`src/hw/eirq_pkg.sv`:
```
// Package with register map, field layout and reset values of the block.
package eirq_pkg;
    localparam int          NUM_PINS        = 8;
    localparam int          ADDR_W          = 4;
    localparam logic [3:0]  OFF_STATUS      = 4'h0;
    localparam logic [3:0]  OFF_SENSE       = 4'h4;
    localparam logic [3:0]  OFF_IRQ_STATUS  = 4'h8;
    localparam logic [3:0]  OFF_IRQ_MASK    = 4'hC;
    localparam int          LEVEL_LSB       = 8;
    localparam int          FLAG_LSB        = 0;
    localparam logic [7:0]  FLAG_RESET      = 8'h00;
    localparam logic [15:0] SENSE_RESET     = 16'h0000;
    localparam logic [7:0]  MASK_RESET      = 8'h00;
    localparam logic [1:0]  SENSE_LOW       = 2'b00;
    localparam logic [1:0]  SENSE_FALL      = 2'b01;
    localparam logic [1:0]  SENSE_RISE      = 2'b10;
    localparam logic [1:0]  SENSE_BOTH      = 2'b11;
endpackage

```
`src/hw/eirq_status.sv`:
```
// External request status register with edge/level detection and bus slave.
// Register map, byte offsets on the slave port:
//   0x0 status: pin levels in bits 15..8, request flags in bits 7..0.
//   0x4 sense: two bits per pin, pin i in bits 2i+1..2i.
//   0x8 events: a bit is set whenever its flag rises; write one to clear.
//   0xC mask: lets each event bit through to the interrupt output.
//
// Every access costs two cycles. The request is taken while the slave is
// idle, and waitrequest is low only in the answer cycle that follows.
// Read data is caught at the take edge, so the answer shows the register
// as it stood when the request was taken.
//
// Edge flags are cleared only by a zero-write that follows a status read
// which showed the flag set, or by an accept pulse; a fresh edge in the
// same cycle wins over either clear. Level flags ignore all writes.
//
// Pins pass two flip-flops before detection, so a pin change reaches the
// flags two cycles after the edge that first samples it. The flags are
// also brought out on req_flag for the interrupt controller, and irq_out
// follows the masked event bits one cycle late.
//
// After reset every pin is in level mode with its flag clear, the mask is
// clear and no event is pending, so irq_out stays low until software
// enables it. Pin levels read high after reset until the pins pass the synchroniser.
//
// Byte lane 0 carries flags, events and mask; the sense register uses
// lanes 0 and 1. Lanes 2 and 3 are ignored and read back as zero, as do
// the offsets that hold no register.
//
// Limitations: a pin must hold a level for at least one clock to be seen,
// and shorter pulses may be missed entirely. Accept pulses act on edge
// flags only; a level flag always follows its pin.
`timescale 1ns/100ps
`default_nettype none

module eirq_status #(
    parameter int NPINS = eirq_pkg::NUM_PINS
) (
    input  wire logic                        core_clk,
    input  wire logic                        arst_n,
    input  wire logic [eirq_pkg::ADDR_W-1:0] avs_address,
    input  wire logic                        avs_read,
    input  wire logic                        avs_write,
    input  wire logic [31:0]                 avs_writedata,
    input  wire logic [3:0]                  avs_byteenable,
    output logic      [31:0]                 avs_readdata,
    output logic                             avs_waitrequest,
    input  wire logic [NPINS-1:0]            ext_req_pin,
    input  wire logic [NPINS-1:0]            irq_accept,
    output logic      [NPINS-1:0]            req_flag,
    output logic                             irq_out
);

    // Slave sequencing states: an access is answered one cycle after taken.
    typedef enum logic [1:0] {
        ST_IDLE = 2'b01,
        ST_DONE = 2'b10
    } eirq_bus_t;

    // Registered state.
    eirq_bus_t              bus_q;
    logic [NPINS-1:0]       sync1_q;
    logic [NPINS-1:0]       sync2_q;
    logic [NPINS-1:0]       prev_q;
    logic [NPINS-1:0]       flag_q;
    logic [NPINS-1:0]       armed_q;
    logic [2*NPINS-1:0]     sense_q;
    logic [NPINS-1:0]       evt_q;
    logic [NPINS-1:0]       mask_q;
    logic [31:0]            rdata_q;
    logic                   irq_q;
    // Combinational decode and next-state values.
    logic [NPINS-1:0]       edge_hit;
    logic [NPINS-1:0]       level_mode;
    logic [NPINS-1:0]       flag_d;
    logic [NPINS-1:0]       armed_d;
    logic                   acc;
    logic                   wr_acc;
    logic                   rd_acc;
    logic [15:0]            status_word;
    logic [NPINS-1:0]       pin_fell;
    logic [NPINS-1:0]       pin_rose;
    logic [NPINS-1:0]       flag_rise;
    logic [NPINS-1:0]       arm_req;
    logic [NPINS-1:0]       zero_wr;
    logic                   sel_status;
    logic                   sel_sense;
    logic                   sel_evt;
    logic                   sel_mask;
    logic                   wr_status;
    logic                   wr_sense_lo;
    logic                   wr_sense_hi;
    logic                   wr_evt;
    logic                   wr_mask;
    logic [31:0]            rd_word;

    // Returns the detection-mode code of one pin from the sense field.
    function automatic logic [1:0] sense_of(input logic [2*NPINS-1:0] s,
                                            input int i);
        sense_of = s[2*i +: 2];
    endfunction

    // True when the bus address selects the register at the given offset.
    function automatic logic addr_is(input logic [eirq_pkg::ADDR_W-1:0] a,
                                     input logic [3:0]                  off);
        addr_is = (a == off);
    endfunction

    // An access is taken in idle; waitrequest drops in the answer cycle.
    assign acc    = (avs_read | avs_write) && (bus_q == ST_IDLE);
    assign wr_acc = avs_write && (bus_q == ST_DONE);
    // Reads arm at the take edge, the edge at which their data is caught.
    assign rd_acc = avs_read && acc;

    // Register selects, shared by the write paths and the read mux.
    assign sel_status = addr_is(avs_address, eirq_pkg::OFF_STATUS);
    assign sel_sense  = addr_is(avs_address, eirq_pkg::OFF_SENSE);
    assign sel_evt    = addr_is(avs_address, eirq_pkg::OFF_IRQ_STATUS);
    assign sel_mask   = addr_is(avs_address, eirq_pkg::OFF_IRQ_MASK);

    // Write strobes in the answer cycle, per register and byte lane.
    assign wr_status   = wr_acc && sel_status && avs_byteenable[0];
    assign wr_sense_lo = wr_acc && sel_sense && avs_byteenable[0];
    assign wr_sense_hi = wr_acc && sel_sense && avs_byteenable[1];
    assign wr_evt      = wr_acc && sel_evt && avs_byteenable[0];
    assign wr_mask     = wr_acc && sel_mask && avs_byteenable[0];

    // Bus handshake state.
    always_ff @(posedge core_clk or negedge arst_n) begin
        if (!arst_n) begin
            bus_q <= ST_IDLE;
        end else begin
            case (bus_q)
                ST_IDLE: begin
                    if (acc) begin
                        bus_q <= ST_DONE;
                    end
                end
                ST_DONE: bus_q <= ST_IDLE;
                default: bus_q <= ST_IDLE;
            endcase
        end
    end

    // Waitrequest is high except in the single answer cycle.
    // It stays high in reset, so no access can be answered early.
    always_ff @(posedge core_clk or negedge arst_n) begin
        if (!arst_n) begin
            avs_waitrequest <= 1'b1;
        end else begin
            avs_waitrequest <= !acc;
        end
    end

    // Two-stage pin synchroniser and edge history. Reset loads the idle
    // high level, so a pin that idles high shows no false edge after reset
    // and its level flag does not blink.
    always_ff @(posedge core_clk or negedge arst_n) begin
        if (!arst_n) begin
            sync1_q <= '1;
            sync2_q <= '1;
            prev_q  <= '1;
        end else begin
            sync1_q <= ext_req_pin;
            sync2_q <= sync1_q;
            prev_q  <= sync2_q;
        end
    end

    // Transitions seen behind the synchroniser, one vector per direction.
    assign pin_fell = prev_q & ~sync2_q;
    assign pin_rose = ~prev_q & sync2_q;

    // Edge and mode decode per pin.
    always_comb begin
        for (int i = 0; i < NPINS; i++) begin
            level_mode[i] = (sense_of(sense_q, i) == eirq_pkg::SENSE_LOW);
            case (sense_of(sense_q, i))
                eirq_pkg::SENSE_FALL: edge_hit[i] = pin_fell[i];
                eirq_pkg::SENSE_RISE: edge_hit[i] = pin_rose[i];
                eirq_pkg::SENSE_BOTH: edge_hit[i] = pin_fell[i] | pin_rose[i];
                default:              edge_hit[i] = 1'b0;
            endcase
        end
    end

    // Pin levels in the high byte, flags in the low byte.
    assign status_word = {sync2_q, flag_q};

    // Per-pin arm and clear requests for the edge flags. A status read
    // arms only the flags that its data shows set; a zero-write clears
    // only flags armed that way, and a written one changes nothing.
    always_comb begin
        arm_req = '0;
        zero_wr = '0;
        for (int i = 0; i < NPINS; i++) begin
            arm_req[i] = rd_acc && sel_status && flag_q[i];
            zero_wr[i] = wr_status && !avs_writedata[eirq_pkg::FLAG_LSB + i];
        end
    end

    // Next flag values; a new edge wins over any clear.
    always_comb begin
        flag_d  = flag_q;
        armed_d = armed_q;
        for (int i = 0; i < NPINS; i++) begin
            if (level_mode[i]) begin
                flag_d[i]  = ~sync2_q[i];
                armed_d[i] = 1'b0;
            end else begin
                if (arm_req[i]) begin
                    armed_d[i] = 1'b1;
                end
                if (zero_wr[i] && armed_q[i]) begin
                    flag_d[i]  = 1'b0;
                    armed_d[i] = 1'b0;
                end
                if (irq_accept[i]) begin
                    flag_d[i]  = 1'b0;
                    armed_d[i] = 1'b0;
                end
                if (edge_hit[i]) begin
                    flag_d[i] = 1'b1;
                end
            end
        end
    end

    // Request flags and read-before-clear arming.
    always_ff @(posedge core_clk or negedge arst_n) begin
        if (!arst_n) begin
            flag_q  <= eirq_pkg::FLAG_RESET;
            armed_q <= '0;
        end else begin
            flag_q  <= flag_d;     // writing one leaves a flag unchanged
            armed_q <= armed_d;
        end
    end

    // Flags are also brought out for the interrupt controller.
    // Loaded from the next value, so the output equals the flag register.
    always_ff @(posedge core_clk or negedge arst_n) begin
        if (!arst_n) begin
            req_flag <= '0;
        end else begin
            req_flag <= flag_d;
        end
    end

    // Sense configuration register.
    always_ff @(posedge core_clk or negedge arst_n) begin
        if (!arst_n) begin
            sense_q <= eirq_pkg::SENSE_RESET;
        end else begin
            // Each byte lane updates its own four pins.
            if (wr_sense_lo) begin
                sense_q[7:0] <= avs_writedata[7:0];
            end
            if (wr_sense_hi) begin
                sense_q[15:8] <= avs_writedata[15:8];
            end
        end
    end

    // A flag rising in this cycle sets its event bit.
    assign flag_rise = flag_d & ~flag_q;

    // Sticky event bits set on each rising flag; write one to clear.
    // A rise in the cycle of a clear wins, so no event is ever lost.
    always_ff @(posedge core_clk or negedge arst_n) begin
        if (!arst_n) begin
            evt_q <= '0;
        end else begin
            for (int i = 0; i < NPINS; i++) begin
                if (flag_rise[i]) begin
                    evt_q[i] <= 1'b1;
                end else if (wr_evt && avs_writedata[i]) begin
                    evt_q[i] <= 1'b0;
                end
            end
        end
    end

    // Interrupt mask register.
    always_ff @(posedge core_clk or negedge arst_n) begin
        if (!arst_n) begin
            mask_q <= eirq_pkg::MASK_RESET;
        end else if (wr_mask) begin
            mask_q <= avs_writedata[7:0];
        end
    end

    // Level interrupt output.
    // It is registered, so it trails the event bits by one cycle.
    always_ff @(posedge core_clk or negedge arst_n) begin
        if (!arst_n) begin
            irq_q <= 1'b0;
        end else begin
            irq_q <= |(evt_q & mask_q);
        end
    end
    assign irq_out = irq_q;

    // Read multiplexer; offsets without a register read zero.
    always_comb begin
        rd_word = 32'h0000_0000;
        if (sel_status) begin
            rd_word = {16'h0000, status_word};
        end else if (sel_sense) begin
            rd_word = {16'h0000, sense_q};
        end else if (sel_evt) begin
            rd_word = {24'h00_0000, evt_q};
        end else if (sel_mask) begin
            rd_word = {24'h00_0000, mask_q};
        end
    end

    // Read data captured when the access is taken.
    always_ff @(posedge core_clk or negedge arst_n) begin
        if (!arst_n) begin
            rdata_q <= '0;
        end else if (rd_acc) begin
            rdata_q <= rd_word;
        end
    end
    assign avs_readdata = rdata_q;

endmodule

`default_nettype wire

```
`config.mk`:
```
export PLATFORM = sky130hd
export DESIGN_NAME = eirq_status
export DESIGN_NICKNAME = d
export VERILOG_FILES = /design/src/hw/eirq_pkg.sv /design/src/hw/eirq_status.sv
export SDC_FILE = /design/constraint.sdc
export NUM_CORES = 1
export LEC_CHECK = 0
export ABC_AREA = 1
export BUFFER_PORTS_ARGS = -buffer_cell sky130_fd_sc_hd__buf_2
export CAP_MARGIN = 20
export CORE_ASPECT_RATIO = 1.5
export CORE_UTILIZATION = 61
export CTS_BUF_LIST = sky130_fd_sc_hd__clkbuf_8
export CTS_CLUSTER_SIZE = 10
export DETAILED_ROUTE_END_ITERATION = 7
export PLACE_DENSITY_LB_ADDON = 0.08
export SLEW_MARGIN = 20
export SYNTH_ARGS = -nofsm -noshare
export SYNTH_HDL_FRONTEND = slang
export SYNTH_SLANG_ARGS = --single-unit
```
`constraint.sdc`:
```
create_clock -name core_clk -period 1.9 [get_ports core_clk]
set_input_delay 0.095 -clock core_clk [delete_from_list [all_inputs] [get_ports core_clk]]
set_output_delay 0.095 -clock core_clk [all_outputs]
set_load 0.005 [all_outputs]
```
==> results of run 1 <==
## power by group
part | internal [mW] | switching [mW] | total, mW
Combinational | 0.449 | 0.617 | 1.07
Clock | 0.777 | 0.703 | 1.48
Sequential | 2.24 | 0.234 | 2.47
## cell type report
| cell class | instances | share of cell area |
|---|---|---|
| Clock buffer | 10 | 0.0245 |
| Clock inverter | 6 | 0.0156 |
| Inverter | 67 | 0.0449 |
| Multi-Input combinational cell | 384 | 0.347 |
| Sequential cell | 92 | 0.416 |
| Tap cell | 100 | 0.0223 |
| Timing Repair Buffer | 106 | 0.129 |
## what timing repair did
item / in CTS / in global routing
endpoints found under the hold margin: 64 / 0
gates resized for setup: 0 / 0
hold buffers: 32 / 0
## worst paths after layout
kind | cells past startpoint | to | start
max | 4 | armed_q[0] | bus_q[0]
min | 4 | evt_q[0] | avs_writedata[0]
max reg2reg | 4 | armed_q[0] | bus_q[0]
min reg2reg | 0 | sync2_q[2] | sync1_q[2]
max in group asynchronous | 3 | prev_q[4] | arst_n
min in group asynchronous | 2 | avs_readdata[0] | arst_n
## critical path, stage by stage (launching register included)
cell	delay [ps]
dfstp_2	580
nand3_4	190
nor2_8	430
a21oi_1	150
nor2_1	120
## per-layer routing
layer | GRT usage | share of wire | vias to the layer above
met2 | 0.528 | 0.54 | 106
met3 | 0.0559 | 0.043 | 17
met1 | 0.347 | 0.40 | 1851
met5 | 0 | 0 | -
li1 | - | - | 1923
met4 | 0.104 | 0.018 | 0
## cells in the mapped netlist
cell type  count
or2_2          1
nand2_4        2
a21boi_0       4
nor2_4         4
a21boi_1       4
nor2_1        66
clkbuf_1       1
inv_1         61
dfstp_2       26
o21ai_1        8
nor2_8         2
o21ai_2        8
ha_1          16
inv_2          6
nand3_1       73
nand2_2        4
dfrtp_1       66
nand4_1       11
a21oi_1        2
buf_6          5
nand3_4        3
nand2_1      153
buf_2          5
nor2_2         1
a21oi_2        6
conb_1         1
buf_4         16
## logic make-up after synthesis
family | after synthesis
compound gates | 32
fa+ha+maj | 16
buf+inv | 94
simple gates | 320
flops | 92
other cells | 1
## stage by stage
| step | instances | util |
|---|---|---|
| after global placement | 717 | 0.691 |
| after detailed placement | 717 | 0.691 |
| after CTS | 765 | 0.766 |
| final | 765 | 0.766 |
| after floorplan | 570 | - |
| after global routing | 765 | 0.766 |
==> flow_summary.ini, run 1 <==
[worst_setup_path]
cp-end-kind = register
ff2ff_setup_slack_ps = 360
worstSetupPathType = register to register
cp-start-kind = register
cp_max_fo = 24
cp_data_required_time_ps = 2210
arrival_ps = 1850

[logic_synthesis]
ys_seq_area_frac = 0.499
synth_top_family_by_area = simple AND/OR/NAND/NOR gates
synth.area.mux_share = 0
synth_compound_area_frac = 0.0497
syn_area_um2 = 4680
synthSimpleGateAreaFrac = 0.311
yosysUniqueCellTypes = 27
synthXorXnorAreaFrac = 0
syn_avg_cell_area_um2 = 8.44
synthAdderAreaFrac = 0.0428
yosys_register_bits = 92
synth.largest_area_cell = dfrtp_1
synth_cells = 555
yosys_warnings = 0
synth_top_area_share = 0.353
synthTopCellsByArea = dfrtp_1 35%, dfstp_2 15%, nand2_1 12%

[floorplan]
io-pin-count = 102
dieWidth_um = 73.5
core_region_area_um2 = 7320
initial_core_util = 0.639
die_h_um = 109
die_area_um2 = 8040
rows = 38

[cells_and_area]
drive_above_1_share = 0.230
area_growth_pct = 19.7
multi_input_area_um2 = 1950
register_area_um2 = 2330
insertedDiodeCount = 0
num-fill-cells = 544
layout_commonest_cell = nand2_1
finalInstanceArea_um2 = 5610
nets = 736
final_cell_mix = 153 x nand2_1, 73 x nand3_1, 66 x nor2_1, 66 x dfrtp_1, 66 x buf_2

[grt]
grt_usage = 0.294
first_global_vias = 3817
grt_pass1_wl_um = 17600
grt_max_degree = 40
overflow = 0
antenna_found_initial = 0

[placement]
preCtsSetupSlack_ps = 388
port_buffers = 67
place_congestion = 0.839
dp_hpwl_um = 7430
detailed_place.area_um2 = 5060

[power_and_ir_drop]
total_power_mw = 5.02
p_per_area_nw_per_um2 = 895
p_leak_nw = 2.92
max-vdd-ir-drop_mv = 0.829

[detailed_routing]
drt-pass1-iter-count = 4
route.antenna.remaining_nets = 0
wirelength_um = 10700
route.detailed.drc = 0
vias_per_cell = 5.09
post_drt_wl_per_cell_um = 14.0
drtIter0Drc = 321
vias = 3897

[cts]
cts_sinks = 92
path_clk_slew_ps = 90
cts_tree = yes
root_buffer = clkbuf_8
clk_latency_ps = 370
cts_buffer_depth = 2
numCtsBuffers = 9
htree_levels = 3
cts_setup_buffers = 0

[sta]
worst_pin_slew_ps = 505
finClkSkew_ps = 6.73
holdWs_ps = 23.5
fin_ws_ps = 362
fin_setup_tns_ps = 0
drv_slew = 0
finalCriticalPeriod_ps = 1540
setup_viol = 0
rsz0062_at_grt = no
clock.fmax_mhz = 650
slew_headroom = 0.663
finalHoldViolCount = 0
fin_crit_sh = 0.810

[status]
outcome = finished clean

[worst_hold_path]
holdCritPathClass = input port to register

[run]
drv_cap = 0
No activity file was read; power rests on OpenSTA's default activity.
==> run 2: changes to the inputs <==
CORE_UTILIZATION = 51   (was 61)
clock period = 1.4 ns   (was 1.9 ns; I/O delays follow)
==> run 2 against run 1 <==
Net effect: global-route usage shrank 4.7 points; combinational power increased by 43%; maximum frequency up 16%; critical endpoint is now avs_readdata[11]; largest cell class unchanged.
==> flow_summary.ini, run 2 (synthesis results as in run 1) <==
[status]
outcome = finished clean

[worst_setup_path]
worstPathCellList = nand3_4 > nor2_8 > buf_12 > nand2_1 > nand3_1
r2r_cells = 5
cp-end-kind = register
cp_num_buf_inv = 1
cp_max_fo = 24
arrival_ps = 1620
path_depth = 5
slowest_delay_ps = 580
cp-start-kind = register
worstSetupPathType = register to register
cp_top_family = flip-flops
cp_data_required_time_ps = 1690
cpMaxStageDelayCell = dfstp_2

[floorplan]
initial_core_util = 0.527
rows = 42
io-pin-count = 102
die_area_um2 = 9580
dieWidth_um = 80.2
core_region_area_um2 = 8880
die_h_um = 119

[placement]
place_congestion = 0.810
place_inst = 738
dp_hpwl_um = 7710
port_buffers = 67

[detailed_routing]
route.antenna.remaining_nets = 0
post_drt_wl_per_cell_um = 13.7
vias = 3915
route.detailed.drc = 0
vias_per_cell = 4.94
wirelength_um = 10900
drt-pass1-iter-count = 5
drtIter0Drc = 199

[grt]
grt_max_degree = 35
overflow = 0
first_global_vias = 3771
antenna_found_initial = 0
grt_pass1_wl_um = 17800
grt_usage = 0.247

[cts]
root_buffer = clkbuf_8
path_clk_slew_ps = 80
cts_tree = yes
clk_latency_ps = 360
cts_sinks = 92
numCtsBuffers = 9
cts_buffer_depth = 2
htree_levels = 3

[sta]
fin_setup_tns_ps = 0
fin_crit_sh = 0.945
clock.fmax_mhz = 756
holdWs_ps = 23.4
drv_slew = 0
finClkSkew_ps = 9.02
setup_viol = 0
finalHoldViolCount = 0
finalCriticalPeriod_ps = 1320

[cells_and_area]
multi_input_area_um2 = 1980
final_cell_mix = 152 x nand2_1, 68 x nand3_1, 66 x buf_2
area_growth_pct = 24.2
nets = 753
register_area_um2 = 2340
finalNonFillerCells = 792
num-fill-cells = 759
insertedDiodeCount = 0
drive_above_1_share = 0.262
layout_commonest_cell = nand2_1
final_core_util = 0.655

[power_and_ir_drop]
p_leak_nw = 3.02
p_per_area_nw_per_um2 = 1180
max-vdd-ir-drop_mv = 0.752
total_power_mw = 6.84

[run]
drv_cap = 0

[worst_hold_path]
holdPathStages = 3
holdCritPathClass = input port to register
run 2: cell types whose count changed in the layout (fill, tap and decap cells not counted), sizes merged:
cell	before	now
buf	74	91
clkinv	4	3
inv	67	68
run 2: area by class of cell:
type,instances,area share
Clock buffer,10,0.0237
Clock inverter,6,0.0136
Inverter,67,0.0433
Multi-Input combinational cell,384,0.341
Sequential cell,92,0.402
Tap cell,110,0.0237
Timing Repair Buffer,123,0.153
run 2: tightest hold or removal path: stages:
cell and delay, ps:
buf_2 120, nor2_1 80, nor2_1 70
run 2: where the power goes:
part           total (mW)  switching, mW  internal, mW
combinational        1.53          0.850         0.684
clock                1.96          0.922          1.04
sequential           3.35          0.311          3.04
total                6.84           2.08          4.76
run 2: final timing paths:
kind                                  from                to  slack (ps)
worst min register to register  sync1_q[5]        sync2_q[5]         360
worst max-delay path              bus_q[0]  avs_readdata[11]          80
worst max register to register    bus_q[0]  avs_readdata[11]          80
max in group asynchronous           arst_n        sync2_q[5]         640
worst min-delay path              avs_read          bus_q[1]          20
min in group asynchronous           arst_n   avs_readdata[1]         170
run 2: per-stage QoR:
step	setup slack, ps	area (um2)
after floorplan	154	4740
after global placement	94.2	5190
after detailed placement	61.8	5190
after CTS	46.6	5730
after global routing	-11.0	5810
final	77.7	5810
run 2: metal layers:
| layer | track usage | vias to the layer above | wire (um) |
|---|---|---|---|
| met5 | 0 | - | 0 |
| met4 | 0.0882 | 0 | 225 |
| met3 | 0.0475 | 19 | 423 |
| met2 | 0.424 | 112 | 5710 |
| met1 | 0.305 | 1832 | 4520 |
| li1 | - | 1952 | - |
run 2: timing repair:
item                       in CTS  in global routing
hold buffers                   32                  0
setup endpoints to repair       0                 23
setup buffers                   0                  6
resized for setup               0                 13
hold endpoints to repair      107                  0
==> run 3: changes to the inputs <==
==> constraint.sdc (replaced) <==
create_clock -name core_clk -period 1.4 [get_ports core_clk]
set_input_delay 0.28 -clock core_clk [delete_from_list [all_inputs] [get_ports core_clk]]
set_output_delay 0.28 -clock core_clk [all_outputs]
set_load 0.005 [all_outputs]
==> run 3 against run 2 <==
Net effect: wire length shrank 1.1%; maximum frequency shrank 3.9%; first-iteration DRC count grew 10%; global-route usage shrank 0.081 points; hold slack gained 120 ps; worst setup slack lost 53 ps; critical path type unchanged; largest power group unchanged.
==> flow_summary.ini, run 3 (synthesis results as in run 1) <==
[detailed_routing]
route.detailed.drc = 0
route.antenna.remaining_nets = 0
vias_per_cell = 4.97
vias = 3827
drt-pass1-iter-count = 4
wirelength_um = 10800
drtIter0Drc = 219
post_drt_wl_per_cell_um = 14.0

[sta]
clock.fmax_mhz = 727
drv_slew = 0
fin_crit_sh = 0.983
rsz0062_at_grt = yes
finalCriticalPeriod_ps = 1380
holdWs_ps = 139
setup_viol = 0
finalHoldViolCount = 0
finClkSkew_ps = 8.65

[cts]
cts_buffer_depth = 2
cts_sinks = 92
cts_tree = yes
root_buffer = clkbuf_8
path_clk_slew_ps = 90
clk_latency_ps = 370
numCtsBuffers = 9
htree_levels = 3

[worst_setup_path]
cp-start-kind = register
reg2reg_from = bus_q[0]
startpoint = bus_q[0]
worstSetupPathType = register to register
cp_data_required_time_ps = 1670
cp-end-kind = register
cpMaxStageDelayCell = dfstp_2
slowest_delay_ps = 580
cp_max_fo = 9
cp_top_family = flip-flops
cp_num_buf_inv = 1
arrival_ps = 1640
worstPathCellList = nand3_4 > buf_4 > nand2_1 > a21boi_1 > nand2_1
crit_top_cell = nand2_1

[floorplan]
rows = 42
die_h_um = 119
dieWidth_um = 80.2
die_area_um2 = 9580
io-pin-count = 102
initial_core_util = 0.527
core_region_area_um2 = 8880

[cells_and_area]
layout_commonest_cell = nand2_1
final_core_util = 0.637
num-fill-cells = 807
final_cell_mix = 150 x nand2_1, 66 x nor2_1, 66 x nand3_1, 66 x dfrtp_1, 66 x buf_2
register_area_um2 = 2330
area_growth_pct = 20.9
multi_input_area_um2 = 2010
insertedDiodeCount = 0
nets = 731
drive_above_1_share = 0.282

[status]
outcome = finished clean

[grt]
grt_usage = 0.246
antenna_found_initial = 0
grt_pass1_wl_um = 17600
grt_max_degree = 37
first_global_vias = 3718
overflow = 0

[power_and_ir_drop]
p_per_area_nw_per_um2 = 1240
p_leak_nw = 2.96
max-vdd-ir-drop_mv = 0.840

[placement]
dp_hpwl_um = 7850
port_buffers = 67
place_congestion = 0.810

[worst_hold_path]
holdCritPathClass = input port to register
worstHoldStart = avs_writedata[8]

[run]
drv_cap = 0
[run 3: what timing repair did]
action / in CTS / in global routing
gates resized for setup: 0 / 20
buffers inserted: 1 / 4
hold buffers: 9 / 0
cloned: 0 / 1
setup endpoints to repair: 1 / 24
endpoints found under the hold margin: 21 / 0
pin swaps: 1 / 4
[run 3: stage by stage]
| stage | setup slack (ps) | total power [mW] | TNS (ps) | cells | instance area (um2) |
|---|---|---|---|---|---|
| finish | 24.4 | 7.00 | 0 | 770 | 5660 |
| detailed placement | -44.1 | 4.82 | -539 | 739 | 5200 |
| floorplan | 154 | 4.19 | 0 | 570 | 4740 |
| global placement | -6.39 | 4.77 | -21.9 | 739 | 5200 |
| CTS | 12.6 | 7.01 | 0 | 765 | 5540 |
| global route | -18.2 | 7.41 | -77.6 | 770 | 5660 |
[run 3: path summary, 6_finish.rpt]
path	endpoint	cells past startpoint	slack (ps)
min in group asynchronous	avs_readdata[2]	2	300
setup reg to reg	avs_readdata[4]	5	20
hold reg to reg	sync2_q[5]	0	360
setup / recovery	avs_readdata[4]	5	20
max in group asynchronous	sync2_q[6]	3	560
hold / removal	sense_q[8]	3	140
[run 3: report_power, final]
part           leakage [nW]  internal, mW  switching, mW  total, mW
sequential             1.12          3.04          0.303       3.34
combinational          1.71         0.654          0.859       1.51
clock                 0.125          1.18          0.963       2.15
[run 3: tightest hold or removal path, stage by stage]
cell and delay [ps]:
buf_2 70, nand3_1 60, nand2_1 60
[run 3: cell type report]
class / count / area share
Tap cell: 110 / 0.0243
Sequential cell: 92 / 0.412
Timing Repair Buffer: 101 / 0.122
Multi-Input combinational cell: 384 / 0.354
Inverter: 67 / 0.0444
Clock buffer: 9 / 0.0219
Clock inverter: 7 / 0.0206
[run 3: routing by layer]
layer | GRT usage | routed length (um) | up-vias
met2 | 0.418 | 5660 | 83
met5 | 0 | 0 | -
met3 | 0.0536 | 422 | 21
met4 | 0.107 | 269 | 0
li1 | - | - | 1903
met1 | 0.295 | 4410 | 1820
